$ cat src/dss_defs.svh
// Constants of the bus service sequencer and byte-lane steering block.
// Assumes inclusion by the package and the design file only.
`ifndef DSS_DEFS_SVH
`define DSS_DEFS_SVH

// Channel numbering; ascending index is also the service order
`define DSS_NUM_CHAN        12
`define DSS_CH_ETH_TX       4'h0
`define DSS_CH_ETH_RX       4'h1
`define DSS_CH_PB_FIRST     4'h2
`define DSS_CH_SCSI_FIRST   4'hA

// Ping-pong halves, in bytes and in 64-bit words
`define DSS_DWORD_BYTES     8
`define DSS_ETH_TX_HALF     80
`define DSS_ETH_RX_HALF     64
`define DSS_TX_HALF_WORDS   4'(`DSS_ETH_TX_HALF / `DSS_DWORD_BYTES)
`define DSS_RX_HALF_WORDS   4'(`DSS_ETH_RX_HALF / `DSS_DWORD_BYTES)

// Page sizes in bytes
`define DSS_PAGE_4K         14'h1000
`define DSS_PAGE_8K         14'h2000

// Descriptor: buffer pointer, byte count, next pointer
`define DSS_DESC_WORDS      2'h3
`define DSS_DESC_BP         2'h0
`define DSS_DESC_BC         2'h1
`define DSS_DESC_DP         2'h2

// Reset values
`define DSS_RST_CHAN        4'h0
`define DSS_RST_PAGE        14'h1000
`endif

$ cat src/dss_pkg.sv
// Types shared by the service sequencer and its bench.
// Assumes dss_defs.svh is on the include path.
package dss_pkg;
    `include "dss_defs.svh"

    typedef logic [3:0] dss_chan_t;

    // What a beat on the data path is, which picks its byte order
    typedef enum logic [1:0] {
        DSS_KIND_DATA = 2'b00,
        DSS_KIND_DESC = 2'b01,
        DSS_KIND_PIO  = 2'b10
    } dss_kind_t;

    // Direction of a transfer
    typedef enum logic {
        DSS_DIR_RX = 1'b0,  // Peripheral to main memory
        DSS_DIR_TX = 1'b1   // Main memory to peripheral
    } dss_dir_t;

    typedef struct packed {
        logic [63:0] data;
        dss_chan_t   chan;
        dss_kind_t   kind;
        dss_dir_t    dir;
    } dss_beat_t;

    typedef enum logic [0:0] {
        DSS_ST_IDLE  = 1'b0,
        DSS_ST_SERVE = 1'b1
    } dss_state_t;
endpackage

$ cat src/dss_service_steer.sv
// Bus tenure service sequencer, ping-pong FIFO halves and byte-lane steering.
// Assumes one synchronous clock domain; all inputs are synchronous to clk_sys.
// How it works
// - On each bus grant the Ethernet channels are served first, then the peripheral-bus DMA channels, then the two SCSI channels.
// - The peripheral side of a FIFO keeps its own RAM port and address, so it runs on while the bus side fills or drains.
// - The Ethernet transmit RAM runs as two 80-byte halves and the receive RAM as two 64-byte halves, alternating.
// - Each DMA channel picks its byte order from its own configuration bit, so channels may differ at once.
// - The channel byte order applies to every data beat of that channel, in both directions between FIFO and bus.
// - All descriptor words are steered by one global byte order bit, whatever the channel settings.
// - Programmed I/O takes its byte order from the endian bit driven during the byte-count cycle.
// - In big endian, byte 0 lies on bits 63:56 down to byte 7 on bits 7:0.
// - In little endian, byte 0 lies on bits 7:0 up to byte 7 on bits 63:56.
// - Bit 0 is always least significant and bit fields never move with byte order.
// - Signals ending in _n are active low and all others active high.
// - The page limit is the smaller of the physical page and the memory page, each 4k or 8k.
// - A receive moves data from the peripheral to memory and a transmit from memory to the peripheral.
// - A descriptor is three 32-bit words: buffer pointer, byte count, next pointer.
module dss_service_steer
(
    // Clock and reset
    input  wire logic                              clk_sys,
    input  wire logic                              rst,
    // Bus tenure and service handshake
    input  wire logic                              grant_n,
    input  wire logic [`DSS_NUM_CHAN-1:0]          svc_req,
    input  wire logic                              svc_ack,
    output logic                                   svc_vld_r,
    output dss_pkg::dss_chan_t                     svc_chan_r,
    output logic                                   tenure_end_r,
    // Byte order configuration
    input  wire logic [`DSS_NUM_CHAN-1:0]          chan_big,
    input  wire logic                              desc_big,
    input  wire logic                              bc_cycle,
    input  wire logic                              bc_endian_big,
    // Data path, canonical side in
    input  wire logic                              in_vld,
    input  dss_pkg::dss_beat_t                     in_beat,
    output logic                                   in_rdy_r,
    // Data path, steered side out
    output logic                                   out_vld_r,
    output dss_pkg::dss_beat_t                     out_beat_r,
    input  wire logic                              out_rdy,
    // Descriptor words
    input  wire logic                              desc_vld,
    input  wire logic [31:0]                       desc_data,
    output logic [31:0]                            desc_bp_r,
    output logic [31:0]                            desc_bc_r,
    output logic [31:0]                            desc_dp_r,
    output logic                                   desc_done_r,
    // Ethernet ping-pong rings: index 0 transmit, 1 receive
    input  wire logic [1:0]                        ring_fill,
    input  wire logic [1:0]                        ring_drain,
    output logic [1:0]                             ring_fill_rdy_r,
    output logic [1:0]                             ring_drain_rdy_r,
    output logic [1:0][4:0]                        ring_fill_addr_r,
    output logic [1:0][4:0]                        ring_drain_addr_r,
    // Page sizing
    input  wire logic                              page_phys_8k,
    input  wire logic                              page_mem_8k,
    output logic [13:0]                            page_bytes_r
);
    import dss_pkg::*;

    typedef struct packed {
        dss_state_t                    st;
        logic [`DSS_NUM_CHAN-1:0]      left;
        logic                          svc_vld;
        dss_chan_t                     svc_chan;
        logic                          tenure_end;
        logic                          pio_big;
        logic                          grant_seen;
        logic [1:0][$bits(dss_beat_t)-1:0] buf_q;
        logic [1:0]                    cnt;
        logic                          in_rdy;
        logic                          out_vld;
        logic [1:0]                    desc_idx;
        logic [31:0]                   bp;
        logic [31:0]                   bc;
        logic [31:0]                   dp;
        logic                          desc_done;
        logic [1:0]                    fill_half;
        logic [1:0][3:0]               fill_cnt;
        logic [1:0]                    drain_half;
        logic [1:0][3:0]               drain_cnt;
        logic [1:0][1:0]               full;
        logic [1:0]                    fill_rdy;
        logic [1:0]                    drain_rdy;
        logic [1:0][4:0]               fill_addr;
        logic [1:0][4:0]               drain_addr;
        logic [13:0]                   page;
    } dss_regs_t;

    dss_regs_t r;
    dss_regs_t nxt;

    // Byte reversal: bit numbering never changes, only which lane a byte index sits on
    function automatic logic [63:0] swap64(input logic [63:0] d);
        logic [63:0] s;
        s = '0;
        for (int i = 0; i < 8; i++)
        begin
            s[8*i +: 8] = d[8*(7-i) +: 8];
        end
        return s;
    endfunction

    function automatic logic [31:0] swap32(input logic [31:0] d);
        return {d[7:0], d[15:8], d[23:16], d[31:24]};
    endfunction

    // Lowest pending channel; lowest index is the highest service priority
    function automatic dss_chan_t first_set(input logic [`DSS_NUM_CHAN-1:0] m);
        dss_chan_t c;
        c = `DSS_RST_CHAN;
        for (int i = `DSS_NUM_CHAN - 1; i >= 0; i--)
        begin
            if (m[i])
            begin
                c = 4'(i);
            end
        end
        return c;
    endfunction

    function automatic logic [3:0] half_words(input int ring);
        return (ring == 0) ? `DSS_TX_HALF_WORDS : `DSS_RX_HALF_WORDS;
    endfunction

    function automatic logic [4:0] ring_addr(input int ring, input logic half,
                                             input logic [3:0] cnt);
        return (half ? 5'(half_words(ring)) : 5'h00) + 5'(cnt);
    endfunction

    // Next state of every register of the block
    always_comb
    begin
        dss_beat_t        b;
        logic             big;
        logic             push;
        logic             pop;
        logic [31:0]      w;
        logic [1:0]       set_full;
        logic [1:0]       clr_full;
        b        = in_beat;
        big      = 1'b0;
        push     = 1'b0;
        pop      = 1'b0;
        w        = '0;
        set_full = '0;
        clr_full = '0;
        nxt      = r;
        nxt.tenure_end = 1'b0;
        nxt.desc_done  = 1'b0;

        // Tenure sequencer; the grant strobe is low true and edge detected
        nxt.grant_seen = ~grant_n;
        case (r.st)
            DSS_ST_IDLE:
            begin
                if (!grant_n && !r.grant_seen)
                begin
                    if (svc_req != '0)
                    begin
                        nxt.st       = DSS_ST_SERVE;
                        nxt.left     = svc_req;
                        nxt.svc_vld  = 1'b1;
                        nxt.svc_chan = first_set(svc_req);
                    end
                    else
                    begin
                        nxt.tenure_end = 1'b1;
                    end
                end
            end
            DSS_ST_SERVE:
            begin
                if (svc_ack)
                begin
                    // Requests that arrive mid-tenure wait for the next grant
                    nxt.left = r.left & ~(`DSS_NUM_CHAN'(1) << r.svc_chan);
                    if (nxt.left == '0)
                    begin
                        nxt.st         = DSS_ST_IDLE;
                        nxt.svc_vld    = 1'b0;
                        nxt.tenure_end = 1'b1;
                    end
                    else
                    begin
                        nxt.svc_chan = first_set(nxt.left);
                    end
                end
            end
            default:
            begin
                nxt.st      = DSS_ST_IDLE;
                nxt.svc_vld = 1'b0;
            end
        endcase

        // Programmed I/O order is caught in the byte-count cycle and kept
        if (bc_cycle)
        begin
            nxt.pio_big = bc_endian_big;
        end

        // Steering on entry; a swap is its own inverse, so one path serves both directions
        case (in_beat.kind)
            DSS_KIND_DATA: big = chan_big[in_beat.chan];
            DSS_KIND_DESC: big = desc_big;
            DSS_KIND_PIO:  big = nxt.pio_big;
            default:       big = 1'b0;
        endcase
        b.data = big ? swap64(in_beat.data) : in_beat.data;

        // Two-entry buffer; a receiver stall loses no word
        push = in_vld && r.in_rdy;
        pop  = r.out_vld && out_rdy;
        if (pop)
        begin
            nxt.buf_q[0] = r.buf_q[1];
        end
        if (push)
        begin
            nxt.buf_q[(r.cnt - 2'(pop)) == 2'h0 ? 0 : 1] = b;
        end
        nxt.cnt     = r.cnt + 2'(push) - 2'(pop);
        nxt.in_rdy  = nxt.cnt != 2'h2;
        nxt.out_vld = nxt.cnt != 2'h0;

        // Descriptor assembly, words in pointer, count, next order
        if (desc_vld)
        begin
            w = desc_big ? swap32(desc_data) : desc_data;
            case (r.desc_idx)
                `DSS_DESC_BP: nxt.bp = w;
                `DSS_DESC_BC: nxt.bc = w;
                `DSS_DESC_DP: nxt.dp = w;
                default:      nxt.bp = w;
            endcase
            if (r.desc_idx == `DSS_DESC_WORDS - 2'h1)
            begin
                nxt.desc_idx  = 2'h0;
                nxt.desc_done = 1'b1;
            end
            else
            begin
                nxt.desc_idx = r.desc_idx + 2'h1;
            end
        end

        // Ping-pong halves; fill and drain own separate RAM ports and counters
        for (int i = 0; i < 2; i++)
        begin
            set_full = '0;
            clr_full = '0;
            if (ring_fill[i] && r.fill_rdy[i])
            begin
                if (r.fill_cnt[i] == half_words(i) - 4'h1)
                begin
                    set_full[r.fill_half[i]] = 1'b1;
                    nxt.fill_half[i]         = ~r.fill_half[i];
                    nxt.fill_cnt[i]          = 4'h0;
                end
                else
                begin
                    nxt.fill_cnt[i] = r.fill_cnt[i] + 4'h1;
                end
            end
            if (ring_drain[i] && r.drain_rdy[i])
            begin
                if (r.drain_cnt[i] == half_words(i) - 4'h1)
                begin
                    clr_full[r.drain_half[i]] = 1'b1;
                    nxt.drain_half[i]         = ~r.drain_half[i];
                    nxt.drain_cnt[i]          = 4'h0;
                end
                else
                begin
                    nxt.drain_cnt[i] = r.drain_cnt[i] + 4'h1;
                end
            end
            // Set wins over clear should both hit one half
            nxt.full[i]       = (r.full[i] & ~clr_full) | set_full;
            nxt.fill_rdy[i]   = ~nxt.full[i][nxt.fill_half[i]];
            nxt.drain_rdy[i]  = nxt.full[i][nxt.drain_half[i]];
            nxt.fill_addr[i]  = ring_addr(i, nxt.fill_half[i], nxt.fill_cnt[i]);
            nxt.drain_addr[i] = ring_addr(i, nxt.drain_half[i], nxt.drain_cnt[i]);
        end

        // Page limit is the smaller of the two page sizes
        nxt.page = (page_phys_8k && page_mem_8k) ? `DSS_PAGE_8K : `DSS_PAGE_4K;
    end

    // State register
    always_ff @(posedge clk_sys or posedge rst)
    begin
        if (rst)
        begin
            r           <= '0;
            r.st        <= DSS_ST_IDLE;
            r.svc_chan  <= `DSS_RST_CHAN;
            r.grant_seen <= 1'b1;    // A grant held through reset is not a new tenure
            r.in_rdy    <= 1'b1;
            r.fill_rdy  <= 2'b11;
            r.page      <= `DSS_RST_PAGE;
        end
        else
        begin
            r <= nxt;
        end
    end

    // Outputs straight from the state register
    assign svc_vld_r         = r.svc_vld;
    assign svc_chan_r        = r.svc_chan;
    assign tenure_end_r      = r.tenure_end;
    assign in_rdy_r          = r.in_rdy;
    assign out_vld_r         = r.out_vld;
    assign out_beat_r        = dss_beat_t'(r.buf_q[0]);
    assign desc_bp_r         = r.bp;
    assign desc_bc_r         = r.bc;
    assign desc_dp_r         = r.dp;
    assign desc_done_r       = r.desc_done;
    assign ring_fill_rdy_r   = r.fill_rdy;
    assign ring_drain_rdy_r  = r.drain_rdy;
    assign ring_fill_addr_r  = r.fill_addr;
    assign ring_drain_addr_r = r.drain_addr;
    assign page_bytes_r      = r.page;
endmodule

$ cat config.mk
export PLATFORM = sky130hd
export DESIGN_NAME = dss_service_steer
export DESIGN_NICKNAME = d
export VERILOG_FILES = /design/src/dss_pkg.sv /design/src/dss_service_steer.sv
export VERILOG_INCLUDE_DIRS = /design/src
export SDC_FILE = /design/constraint.sdc
export NUM_CORES = 1
export LEC_CHECK = 0
export BUFFER_PORTS_ARGS = -buffer_cell sky130_fd_sc_hd__buf_2
export CAP_MARGIN = 20
export CORE_MARGIN = 3
export CORE_UTILIZATION = 30
export CTS_CLUSTER_SIZE = 20
export DETAILED_ROUTE_END_ITERATION = 6
export GPL_TIMING_DRIVEN = 0
export PLACE_DENSITY = 0.58
export SYNTH_ARGS = -nofsm -noshare
export SYNTH_HDL_FRONTEND = slang
export SYNTH_SLANG_ARGS = --single-unit
$ cat constraint.sdc
create_clock -name clk_sys -period 19.25 [get_ports clk_sys]
set_clock_uncertainty 0.05 [all_clocks]
set_input_delay 1.925 -clock clk_sys [delete_from_list [all_inputs] [get_ports clk_sys]]
set_output_delay 1.925 -clock clk_sys [all_outputs]
set_load 0.01 [all_outputs]
### After elaboration in Yosys (flattened, before gate mapping)

Index checks and enable logic that the tools add are counted.

| operators by class | value |
|---|---|
| bitwise logic cells | 17 |
| eq/ne operators | 14 |
| reductions and logical operators | 27 |
| add/subtract/negate cells | 12 |
| shifts and indexed selects | 1 |
| mux-type cells | 93 |
| magnitude comparators | 15 |

Operators by type and width:

| kind | number |
|---|---|
| $mux 71 | 3 |
| $mux 4 | 37 |
| $bwmux 142 | 1 |
| $demux 71 s1 | 1 |
| $mux 64 | 1 |
| $mux 19 | 2 |
| $pmux 19 s2 | 1 |
| $mux 32 | 1 |
| $mux 1 | 29 |
| $add 4x4->5 | 4 |
| $lt 1x2->1 const B | 9 |
| $mux 18 | 1 |
| $mux 2 | 9 |
| $add 4x1->4 const B | 4 |
| $mux 14 | 1 |
| $logic_and 1x1->1 | 13 |
| $and 12x12->12 | 1 |
| $logic_not 12->1 | 1 |
| $not 12->12 | 1 |
| $reduce_bool 12->1 | 1 |
| $shl 1x4->12 const A | 1 |
| $ne 2x2->1 const B | 5 |
| $not 1->1 | 9 |
| $eq 4x3->1 const B | 2 |
| other kinds (22) | 41 |

| word-level totals | value |
|---|---|
| register bits | 328 |
| logic and storage cells | 211 |

### Longest topological paths before layout

Gate-level depths: netlist (run 1).

| depth | value |
|---|---|
| depth in word-level cells | 18 |
| depth in mapped cells | 9 |
| gate-level depth less buffers | 9 |

### Worst setup path before layout (run 1)

No wires, ideal clock.

| timing path | value |
|---|---|
| path type | input to register |
| start point | in out_rdy |
| end point | reg r (netlist bit in_rdy_r) |
| required time | 19.116 ns |
| setup slack | 15.697 ns |
| library setup time | 0.084 ns |
| stages | 9 |
| arrival time | 3.418 ns |
| path buffers | 1 |
| cell sequence | nand2_1 > inv_2 > buf_1 > ha_1 > inv_1 > ha_1 > xor2_1 > xnor2_1 > or2_2 |

RTL lines:

| what | RTL line | text |
|---|---|---|
| start, declared | dss_service_steer.sv:42 | `input wire logic out_rdy,` |
| end signal, assigned | dss_service_steer.sv:309 | `r <= nxt;` |
| end, declared | dss_service_steer.sv:93 | `dss_regs_t r;` |

==> run_results.csv, run 1 <==
group,metric,value,unit
floorplanning,die_h,233,um
critical_path,worstSetupPathType,"in2reg",
yosys,async_flop_share,1.00,
floorplanning,start_util,0.306,
critical_path,cp_common_cell,"clkbuf_1",
detailed_routing,viasPerCell,4.78,
critical_path,crit_family,"buffers and inverters",
sta,min_period,4040,ps
critical_path,startpoint_type,"input port",
yosys,ys_ff_latch,308,
layout,fillers,5127,
detailed_routing,drc,0,
sta,setup_viol,0,
clock_tree,ctsResizeCount,0,
floorplanning,core_area,50500,um2
yosys,synthTopCellsByArea,"dfrtp_1, buf_4, mux2i_1, a21oi_1, nand2_1",
detailed_routing,dr.pass1.iters,5,
detailed_routing,vias,12500,
yosys,synth_top_cell_by_area,"dfrtp_1",
yosys,syn_area,15400,um2
critical_path,worst-endpoint-required,19660,ps
global_routing,antenna_found_initial,3,
floorplanning,io_pins,357,
sta,slew_viol_final,0,
critical_path,crit_path_end_kind,"register",
clock_tree,cts_buffers,37,
global_routing,grt_pass1_vias,12800,
critical_path,critPathLaunch,"out_rdy",
floorplanning,die_w,233,um
sta,finalCritPeriodShare,0.210,
clock_tree,cts_max_level,2,
critical_path,worstRegToRegCells,7,
detailed_routing,drt-initial-drc-count,829,
global_routing,gr-total-overflow,0,
layout,drive_gt1_frac,0.333,
critical_path,cp.arrival,4450,ps
yosys,synth_edf_count,0,
critical_path,worst-path-stages,8,
global_routing,grt_pass1_wl,72500,um
floorplanning,fp.dieArea,54200,um2
pwr,ir_drop,81.8,uV
pwr,cellPowerDensity,170,nW/um2
run,max_cap_violations,0,
clock_tree,path_clk_slew,60,ps
yosys,synth_flop_cell,"dfrtp_1",
critical_path,path_buf_inv,3,
global_routing,grt_max_degree,112,
sta,tns,0,ps
clock_tree,holdBufCountCts,0,
critical_path,reg2reg_from,"out_vld_r",
worst_hold_path,hold_path_depth,2,
pwr,p_leak,0.00931,uW
global_routing,track_usage,0.170,
placement,io_buffers,343,
clock_tree,cts_max_path_buffers,3,
layout,area_growth,25.3,%
layout,final_cell_mix,"buf_2, dfrtp_1, buf_4",
clock_tree,cts_root_buffer,"clkbuf_16",
worst_hold_path,hold_start,"r[249]",
critical_path,worstPathMaxFanout,10,
placement,gp_congestion,0.878,
clock_tree,cts_tree,"yes",
sta,slew_headroom,0.319,
yosys,yosysWarnings,0,
placement,dp_hpwl,34800,um
layout,final_nets,2090,
detailed_routing,wl,46700,um
critical_path,crit_slowest_cell,"nor3_2",
pwr,finalPower,3290,uW
worst_hold_path,hold_path.class,"reg2reg",
detailed_routing,ant_nets,0,
yosys,synth_cell_types,68,
yosys,yosysSeqAreaShare,0.500,
yosys,synth_top_area_share,0.491,
sta,max_freq,247,MHz
sta,rsz0062_at_grt,"no",
layout,layout_commonest_cell,"buf_2",
detailed_routing,routedWlPerCell,17.8,um
sta,hold_ws,434,ps
sta,tightest_slew,1020,ps
critical_path,crit_chain,"buf_2 -> nand2_1 -> xnor2_1 -> nor3_2 -> clkbuf_1 -> clkbuf_1 -> a211oi_1 -> a21oi_1",
yosys,syn_area_per_cell,10.1,um2
floorplanning,rows,82,
clock_tree,cts_sinks,308,
critical_path,critPathMaxStageDelay,770,ps
clock_tree,clkLatencyLatePin,540,ps
sta,finalHoldViolations,0,
yosys,syn_inst,1528,
clock_tree,cts_post_setup_buffers_inserted,0,
status,outcome,"finished clean",
flip-flops by register name, indices dropped and copies added, names as in the netlist:
signal,flops
tenure_end_r,1
desc_dp_r,32
out_beat_r,71
desc_done_r,1
desc_bc_r,32
ring_drain_rdy_r,2
ring_fill_rdy_r,2
ring_drain_addr_r,10
svc_vld_r,1
ring_fill_addr_r,10
desc_bp_r,32
page_bytes_r,2
in_rdy_r,1
r,106
out_vld_r,1
svc_chan_r,4
layer usage:
metal  track usage  share of wire  up-vias
met2         0.273           0.47      446
li1              -              -     5874
met1         0.226           0.43     6148
met3        0.0408          0.074       72
met4        0.0529          0.025        4
met5             0        0.00051        -
layout make-up:
cell class	instances	area (um2)	share of cell area
sequential	308	7710	0.399
multi-input combinational	911	5700	0.295
buffer	296	1980	0.102
timing repair buffer	345	1770	0.0916
clock buffer	55	1070	0.0556
tap	672	841	0.0435
clock inverter	9	161	0.00835
inverter	24	97.6	0.00505
antenna	2	5.00	0.000259
cell families (layout without fill, tap and decap cells):
| logic type | count (synthesis) | count (layout) | share of synthesized area |
|---|---|---|---|
| AO/OA/AOI/OAI | 382 | 382 | 0.146 |
| flip-flops | 308 | 308 | 0.500 |
| buffers and inverters | 320 | 729 | 0.134 |
| AND/OR/NAND/NOR | 358 | 358 | 0.109 |
| multiplexers | 124 | 124 | 0.0846 |
| XOR/XNOR | 11 | 11 | 0.00624 |
| adder cells (fa/ha/maj) | 24 | 24 | 0.0195 |
| other | 1 | 14 | 0.000243 |
through the flow:
| step | std cells | utilization | setup WS (ps) | cell area [um2] |
|---|---|---|---|---|
| after floorplan | 1539 | - | 8770 | 15500 |
| after global placement | 2554 | 0.357 | 5080 | 18000 |
| after detailed placement | 2556 | 0.359 | 14680 | 18100 |
| after CTS | 2620 | 0.383 | 15260 | 19300 |
| after global routing | 2620 | 0.383 | 15050 | 19300 |
| final | 2622 | 0.383 | 15210 | 19300 |
cells in the mapped netlist (4+ instances only):
master	count
dfrtp_1	303
buf_4	209
nand2_1	141
a21oi_1	136
mux2i_1	106
nor2_1	85
and2_1	70
a211oi_1	66
o21ai_0	64
clkbuf_1	62
o21ai_1	60
ha_1	24
inv_1	23
buf_1	14
mux2_2	14
nand3_1	11
nor3_1	10
nor2b_1	7
xnor2_1	7
a21o_1	6
buf_8	6
nand2b_1	6
a221o_1	5
a22oi_1	5
dfstp_2	5
nand4_1	5
o31ai_1	5
and3b_1	4
buf_2	4
or4_1	4
xor2_1	4
worst reg2reg max path, cell delays in order, from the launching register on:
cell and delay, ps:
dfrtp_1 390, nand2_1 140, xnor2_1 180, nor3_2 770, clkbuf_1 600, clkbuf_1 480, a211oi_1 110, a21oi_1 160
worst paths after layout:
check / slack (ps) / end
setup reg to reg: 16290 / out_beat_r[68]
min in group asynchronous: 1440 / tenure_end_r
max in group asynchronous: 16710 / r[261]
setup / recovery: 15210 / out_beat_r[68]
hold / removal: 430 / r[249]
hold reg to reg: 430 / r[249]
power breakdown:
part           leakage [uW]  internal [uW]  total [uW]  switching, uW
logic               0.00500            682        1440            754
clock network      0.000596            440         717            277
registers           0.00372            955        1140            181
(Power assumes the default switching activity.)
==> run 2: changes to the inputs <==
Settings changed: PLACE_DENSITY 0.58 to 0.59.
Clock period 19.25 ns to 3.7 ns, I/O delays scaled along.
==> run 2 against run 1 <==
Sequential share of layout area is 0.49 points lower; first-iteration DRC count is 15% higher; worst setup slack worse by 14000 ps; critical path depth is 1 higher; combinational power grew to 5.2 times the previous value.
==> run_results.csv, run 2 (synthesized netlist as in run 1, its figures left out) <==
group,metric,value,unit
status,outcome,"finished clean",
sta,finalHoldViolations,0,
floorplanning,fp.dieArea,54200,um2
global_routing,antenna_found_initial,3,
layout,multi_input_area,5690,um2
layout,fillers,5072,
global_routing,grt_max_degree,43,
critical_path,rr_endpoint,"in_rdy_r",
critical_path,reg2reg_from,"out_vld_r",
worst_hold_path,hold_path_depth,3,
layout,final_cell_mix,"buf_2, dfrtp_1, buf_4",
sta,finalCritPeriodShare,0.714,
critical_path,cp.arrival,3050,ps
layout,area_growth,26.9,%
layout,final_nets,2103,
clock_tree,cts_tree,"yes",
critical_path,startpoint_type,"register",
sta,max_freq,379,MHz
floorplanning,rows,82,
critical_path,worstRegToRegCells,9,
detailed_routing,drt-initial-drc-count,955,
placement,io_buffers,343,
layout,seq_area,7710,um2
clock_tree,cts_sinks,308,
pwr,p_leak,0.00943,uW
layout,drive_gt1_frac,0.338,
pwr,ir_drop,394,uV
layout,layout_commonest_cell,"buf_2",
placement,placed_cells,2563,
clock_tree,cts_post_setup_buffers_inserted,0,
floorplanning,io_pins,357,
clock_tree,cts_root_buffer,"clkbuf_16",
floorplanning,die_h,233,um
critical_path,worstPathMaxFanout,10,
critical_path,r2r_slack,1060,ps
clock_tree,path_clk_slew,50,ps
placement,dp_hpwl,35400,um
critical_path,worstSetupPathType,"reg2reg",
sta,hold_ws,46.2,ps
clock_tree,cts_buffers,38,
detailed_routing,viasPerCell,4.76,
layout,largest_register_ffs,106,
layout,top_register,"r",
layout,fin_util,0.388,
detailed_routing,routedWlPerCell,17.9,um
sta,rsz0062_at_grt,"no",
floorplanning,die_w,233,um
worst_hold_path,hold_path.class,"in2reg",
run,max_cap_violations,0,
critical_path,worst-endpoint-required,4110,ps
detailed_routing,dr.pass1.iters,5,
global_routing,track_usage,0.170,
detailed_routing,vias,12600,
global_routing,grt_pass1_vias,12600,
worst_hold_path,min_to,"r[326]",
detailed_routing,drc,0,
critical_path,crit_path_end_kind,"register",
sta,slew_headroom,0.381,
sta,tightest_slew,929,ps
sta,tns,0,ps
pwr,cellPowerDensity,884,nW/um2
sta,setup_viol,0,
detailed_routing,ant_nets,0,
clock_tree,cts_max_path_buffers,3,
floorplanning,start_util,0.306,
floorplanning,core_area,50500,um2
detailed_routing,wl,47200,um
worst_hold_path,hold_start,"svc_req[11]",
clock_tree,holdBufCountCts,5,
clock_tree,clkLatencyLatePin,540,ps
global_routing,gr-total-overflow,0,
clock_tree,ctsResizeCount,0,
sta,slew_viol_final,0,
sta,min_period,2640,ps
layout,fin_cells,2639,
placement,gp_congestion,0.868,
global_routing,grt_pass1_wl,72600,um
clock_tree,cts_max_level,2,
[run 2: cell types whose count changed in the layout (fill, tap and decap cells not counted), moves of 2 or more]
cell           delta
inv_6             +2
clkinv_2          +2
clkbuf_1          -5
buf_16            -2
buf_12            +8
dlygate4sd3_1     +5
clkbuf_8          +4
clkinvlp_4        +2
[run 2: cell type report]
class | instances | area share
Sequential cell | 308 | 0.394
Multi-Input combinational cell | 911 | 0.291
Buffer | 296 | 0.101
Timing Repair Buffer | 357 | 0.0988
Clock buffer | 55 | 0.0580
Tap cell | 672 | 0.0429
Clock inverter | 14 | 0.00965
Inverter | 24 | 0.00479
Antenna cell | 2 | 0.000256
[run 2: critical path, stage by stage (launching register included)]
cell	delay (ps)
dfrtp_1	360
nand2_1	120
inv_2	270
buf_1	620
ha_1	360
inv_1	50
ha_1	140
xor2_1	180
xnor2_1	130
or2_2	290
[run 2: routing by layer]
layer,GRT usage,part of all wire
met5,0,0.00015
met4,0.0485,0.026
met3,0.0395,0.068
met2,0.277,0.47
met1,0.226,0.44
[run 2: power by group]
part           switching [uW]  total [uW]  internal [uW]
Clock                    1480        3900           2420
Sequential                950        5920           4970
Combinational            3930        7500           3560
[run 2: worst max path at each step]
stage / startpoint / slack [ps] / endpoint
3_5_place_dp: out_rdy / 880 / in_rdy_r
5_1_grt: out_vld_r / 810 / r[243]
4_1_cts: out_vld_r / 990 / out_beat_r[4]
2_1_floorplan: rst / -810 / desc_bc_r[0]
3_3_place_gp: rst / -2820 / r[279]
6_report: out_vld_r / 1060 / in_rdy_r
[run 2: per-stage QoR]
stage,setup WS (ps),power (uW),instance area [um2]
after global routing,806,18500,19600
after global placement,-2820,13300,18000
after CTS,988,17500,19600
after floorplan,-815,10800,15500
after detailed placement,881,13500,18200
final,1060,17300,19600
==> run 3: changes to the inputs <==
Clock period 3.7 ns to 2.39 ns, I/O delays scaled along.
==> run 3 against run 2 <==
Via count is 3.8% higher; clock power grew 55%; critical path depth decreased by 1; die area did not move; final cell count is 3.6% higher; sequential share of layout area fell by 1.9 points; cell area is 5.1% higher; combinational power is 57% higher; clock-buffer cell count did not move; largest power group unchanged; register-to-register slack got worse by 920 ps; non-clock buffer count up 96.
==> run_results.csv, run 3 (synthesized netlist as in run 1, its figures left out) <==
group,metric,value,unit
layout,fin_area,20600,um2
pwr,cellPowerDensity,1310,nW/um2
global_routing,grt_pass1_wl,74300,um
run,max_cap_violations,0,
detailed_routing,wl,48200,um
clock_tree,cts_sinks,308,
detailed_routing,wl_met3,3070,um
detailed_routing,dr.pass1.iters,5,
detailed_routing,drc,0,
placement,dpl_cell_area,18200,um2
placement,gp_congestion,0.868,
placement,io_buffers,343,
global_routing,track_usage,0.173,
detailed_routing,wl_met1,21100,um
layout,top_register,"r",
detailed_routing,ant_nets,0,
floorplanning,start_util,0.306,
detailed_routing,top_layer,"met5",
worst_hold_path,hold_path_depth,3,
sta,finalCritPeriodShare,0.977,
sta,fin_ws,54.8,ps
global_routing,antenna_found_initial,3,
floorplanning,fp.dieArea,54200,um2
worst_hold_path,hold_path.class,"in2reg",
layout,layout_commonest_cell,"buf_2",
clock_tree,cts_post_setup_buffers_inserted,0,
sta,min_period,2340,ps
pwr,comb_power_share,0.436,
global_routing,gr-total-overflow,0,
critical_path,r2r_slack,140,ps
detailed_routing,viasPerCell,4.77,
pwr,switchingPower,9900,uW
global_routing,grt_max_degree,43,
worst_hold_path,hold_start,"in_beat[40]",
sta,finalHoldViolations,0,
sta,max_freq,428,MHz
floorplanning,die_h,233,um
sta,tightest_slew,976,ps
critical_path,worstRegToRegCells,6,
critical_path,startpoint_type,"input port",
pwr,share_seq_of_total_power,0.340,
clock_tree,cts_max_path_buffers,3,
clock_tree,path_clk_slew,60,ps
placement,dp_hpwl,35400,um
critical_path,worst-endpoint-required,2740,ps
detailed_routing,routedWlPerCell,17.6,um
sta,slew_headroom,0.349,
layout,largest_register_ffs,106,
floorplanning,rows,82,
sta,slew_viol_final,0,
layout,drive_gt1_frac,0.327,
layout,final_cell_mix,"buf_2, dfrtp_1, buf_4",
sta,rsz0062_at_grt,"no",
critical_path,rr_endpoint,"svc_chan_r[1]",
clock_tree,clkLatencyLatePin,540,ps
worst_hold_path,min_to,"r[276]",
layout,area_growth,33.4,%
layout,fillers,4923,
detailed_routing,met2RoutedLength,22700,um
clock_tree,cts_buffers,38,
detailed_routing,vias,13000,
clock_tree,cts_tree,"yes",
pwr,p_int,17100,uW
pwr,swShare,0.367,
floorplanning,core_area,50500,um2
detailed_routing,drt-initial-drc-count,820,
pwr,finalPower,27000,uW
global_routing,grt_pass1_vias,13100,
floorplanning,die_w,233,um
critical_path,worstPathMaxFanout,10,
critical_path,crit_path_end_kind,"register",
layout,final_nets,2199,
placement,pre_cts_ws,-298,ps
sta,tns,0,ps
floorplanning,io_pins,357,
critical_path,cp.arrival,2680,ps
pwr,p_clk_frac,0.224,
pwr,p_leak,0.00984,uW
sta,setup_viol,0,
status,outcome,"finished clean",
clock_tree,cts_root_buffer,"clkbuf_16",
critical_path,reg2reg_from,"svc_chan_r[3]",
pwr,ir_drop,609,uV
clock_tree,cts_max_level,2,
critical_path,worstSetupPathType,"in2reg",
run 3: cell types whose count changed in the layout (fill, tap and decap cells not counted):
cell,previous run,this run
clkbuf_2,0,3
buf_1,14,12
nor3_2,0,1
dlygate4sd3_1,5,103
nor2_2,0,1
nor2_1,85,84
mux2i_1,106,102
clkbuf_1,68,65
o21ai_1,60,61
nor3_1,10,9
mux2i_2,0,4
o21ai_0,64,63
run 3: power by group through the flow:
stage,Clock (uW),Sequential [uW],Combinational (uW)
3_5_place_dp,0,9210,11700
6_report,6030,9170,11800
3_3_place_gp,0,9150,11400
4_1_cts,6210,9160,11800
5_1_grt,6420,9480,13000
2_1_floorplan,0,8790,7970
run 3: repair_timing:
item	CTS	global route
hold buffers	103	0
endpoints found under the hold margin	122	0
resized for setup	2	10
endpoints found under the setup margin	114	14
run 3: cell type report:
class / count / area (um2) / area share
Multi-Input combinational cell: 911 / 5720 / 0.278
Clock inverter: 14 / 189 / 0.00918
Clock buffer: 55 / 1140 / 0.0552
Buffer: 294 / 1970 / 0.0958
Inverter: 24 / 93.8 / 0.00456
Antenna cell: 2 / 5.00 / 0.000243
Sequential cell: 308 / 7710 / 0.375
Tap cell: 672 / 841 / 0.0409
Timing Repair Buffer: 455 / 2920 / 0.142
run 3: metrics by stage:
step	hold slack, ps	cells	utilization
2_1_floorplan	215	1539	-
3_3_place_gp	324	2554	0.357
3_5_place_dp	312	2563	0.361
4_1_cts	0.210	2733	0.407
5_1_grt	23.1	2733	0.408
6_report	26.6	2735	0.408
run 3: critical path: stages:
cell and delay [ps]:
dlygate4sd3_1 570, buf_2 160, or3_1 360, o211ai_1 350, buf_6 280, buf_8 210
mux2i_1 390, a21oi_1 120
run 3: worst max-delay path by stage:
stage / from / end / slack (ps) / cells past startpoint
after global placement: rst / r[279] / -4000 / 2
after global routing: in_beat[6] / r[268] / 2 / 8
after floorplan: rst / desc_bc_r[0] / -1990 / 1
after detailed placement: out_rdy / in_rdy_r / -300 / 10
final: in_beat[6] / out_beat_r[52] / 50 / 8
after CTS: r[44] / ring_drain_addr_r[4] / 60 / 6
run 3: metal layers:
metal,vias up,global-route usage
met5,-,0
li1,6103,-
met1,6391,0.228
met3,92,0.0369
met4,2,0.0525
met2,458,0.286
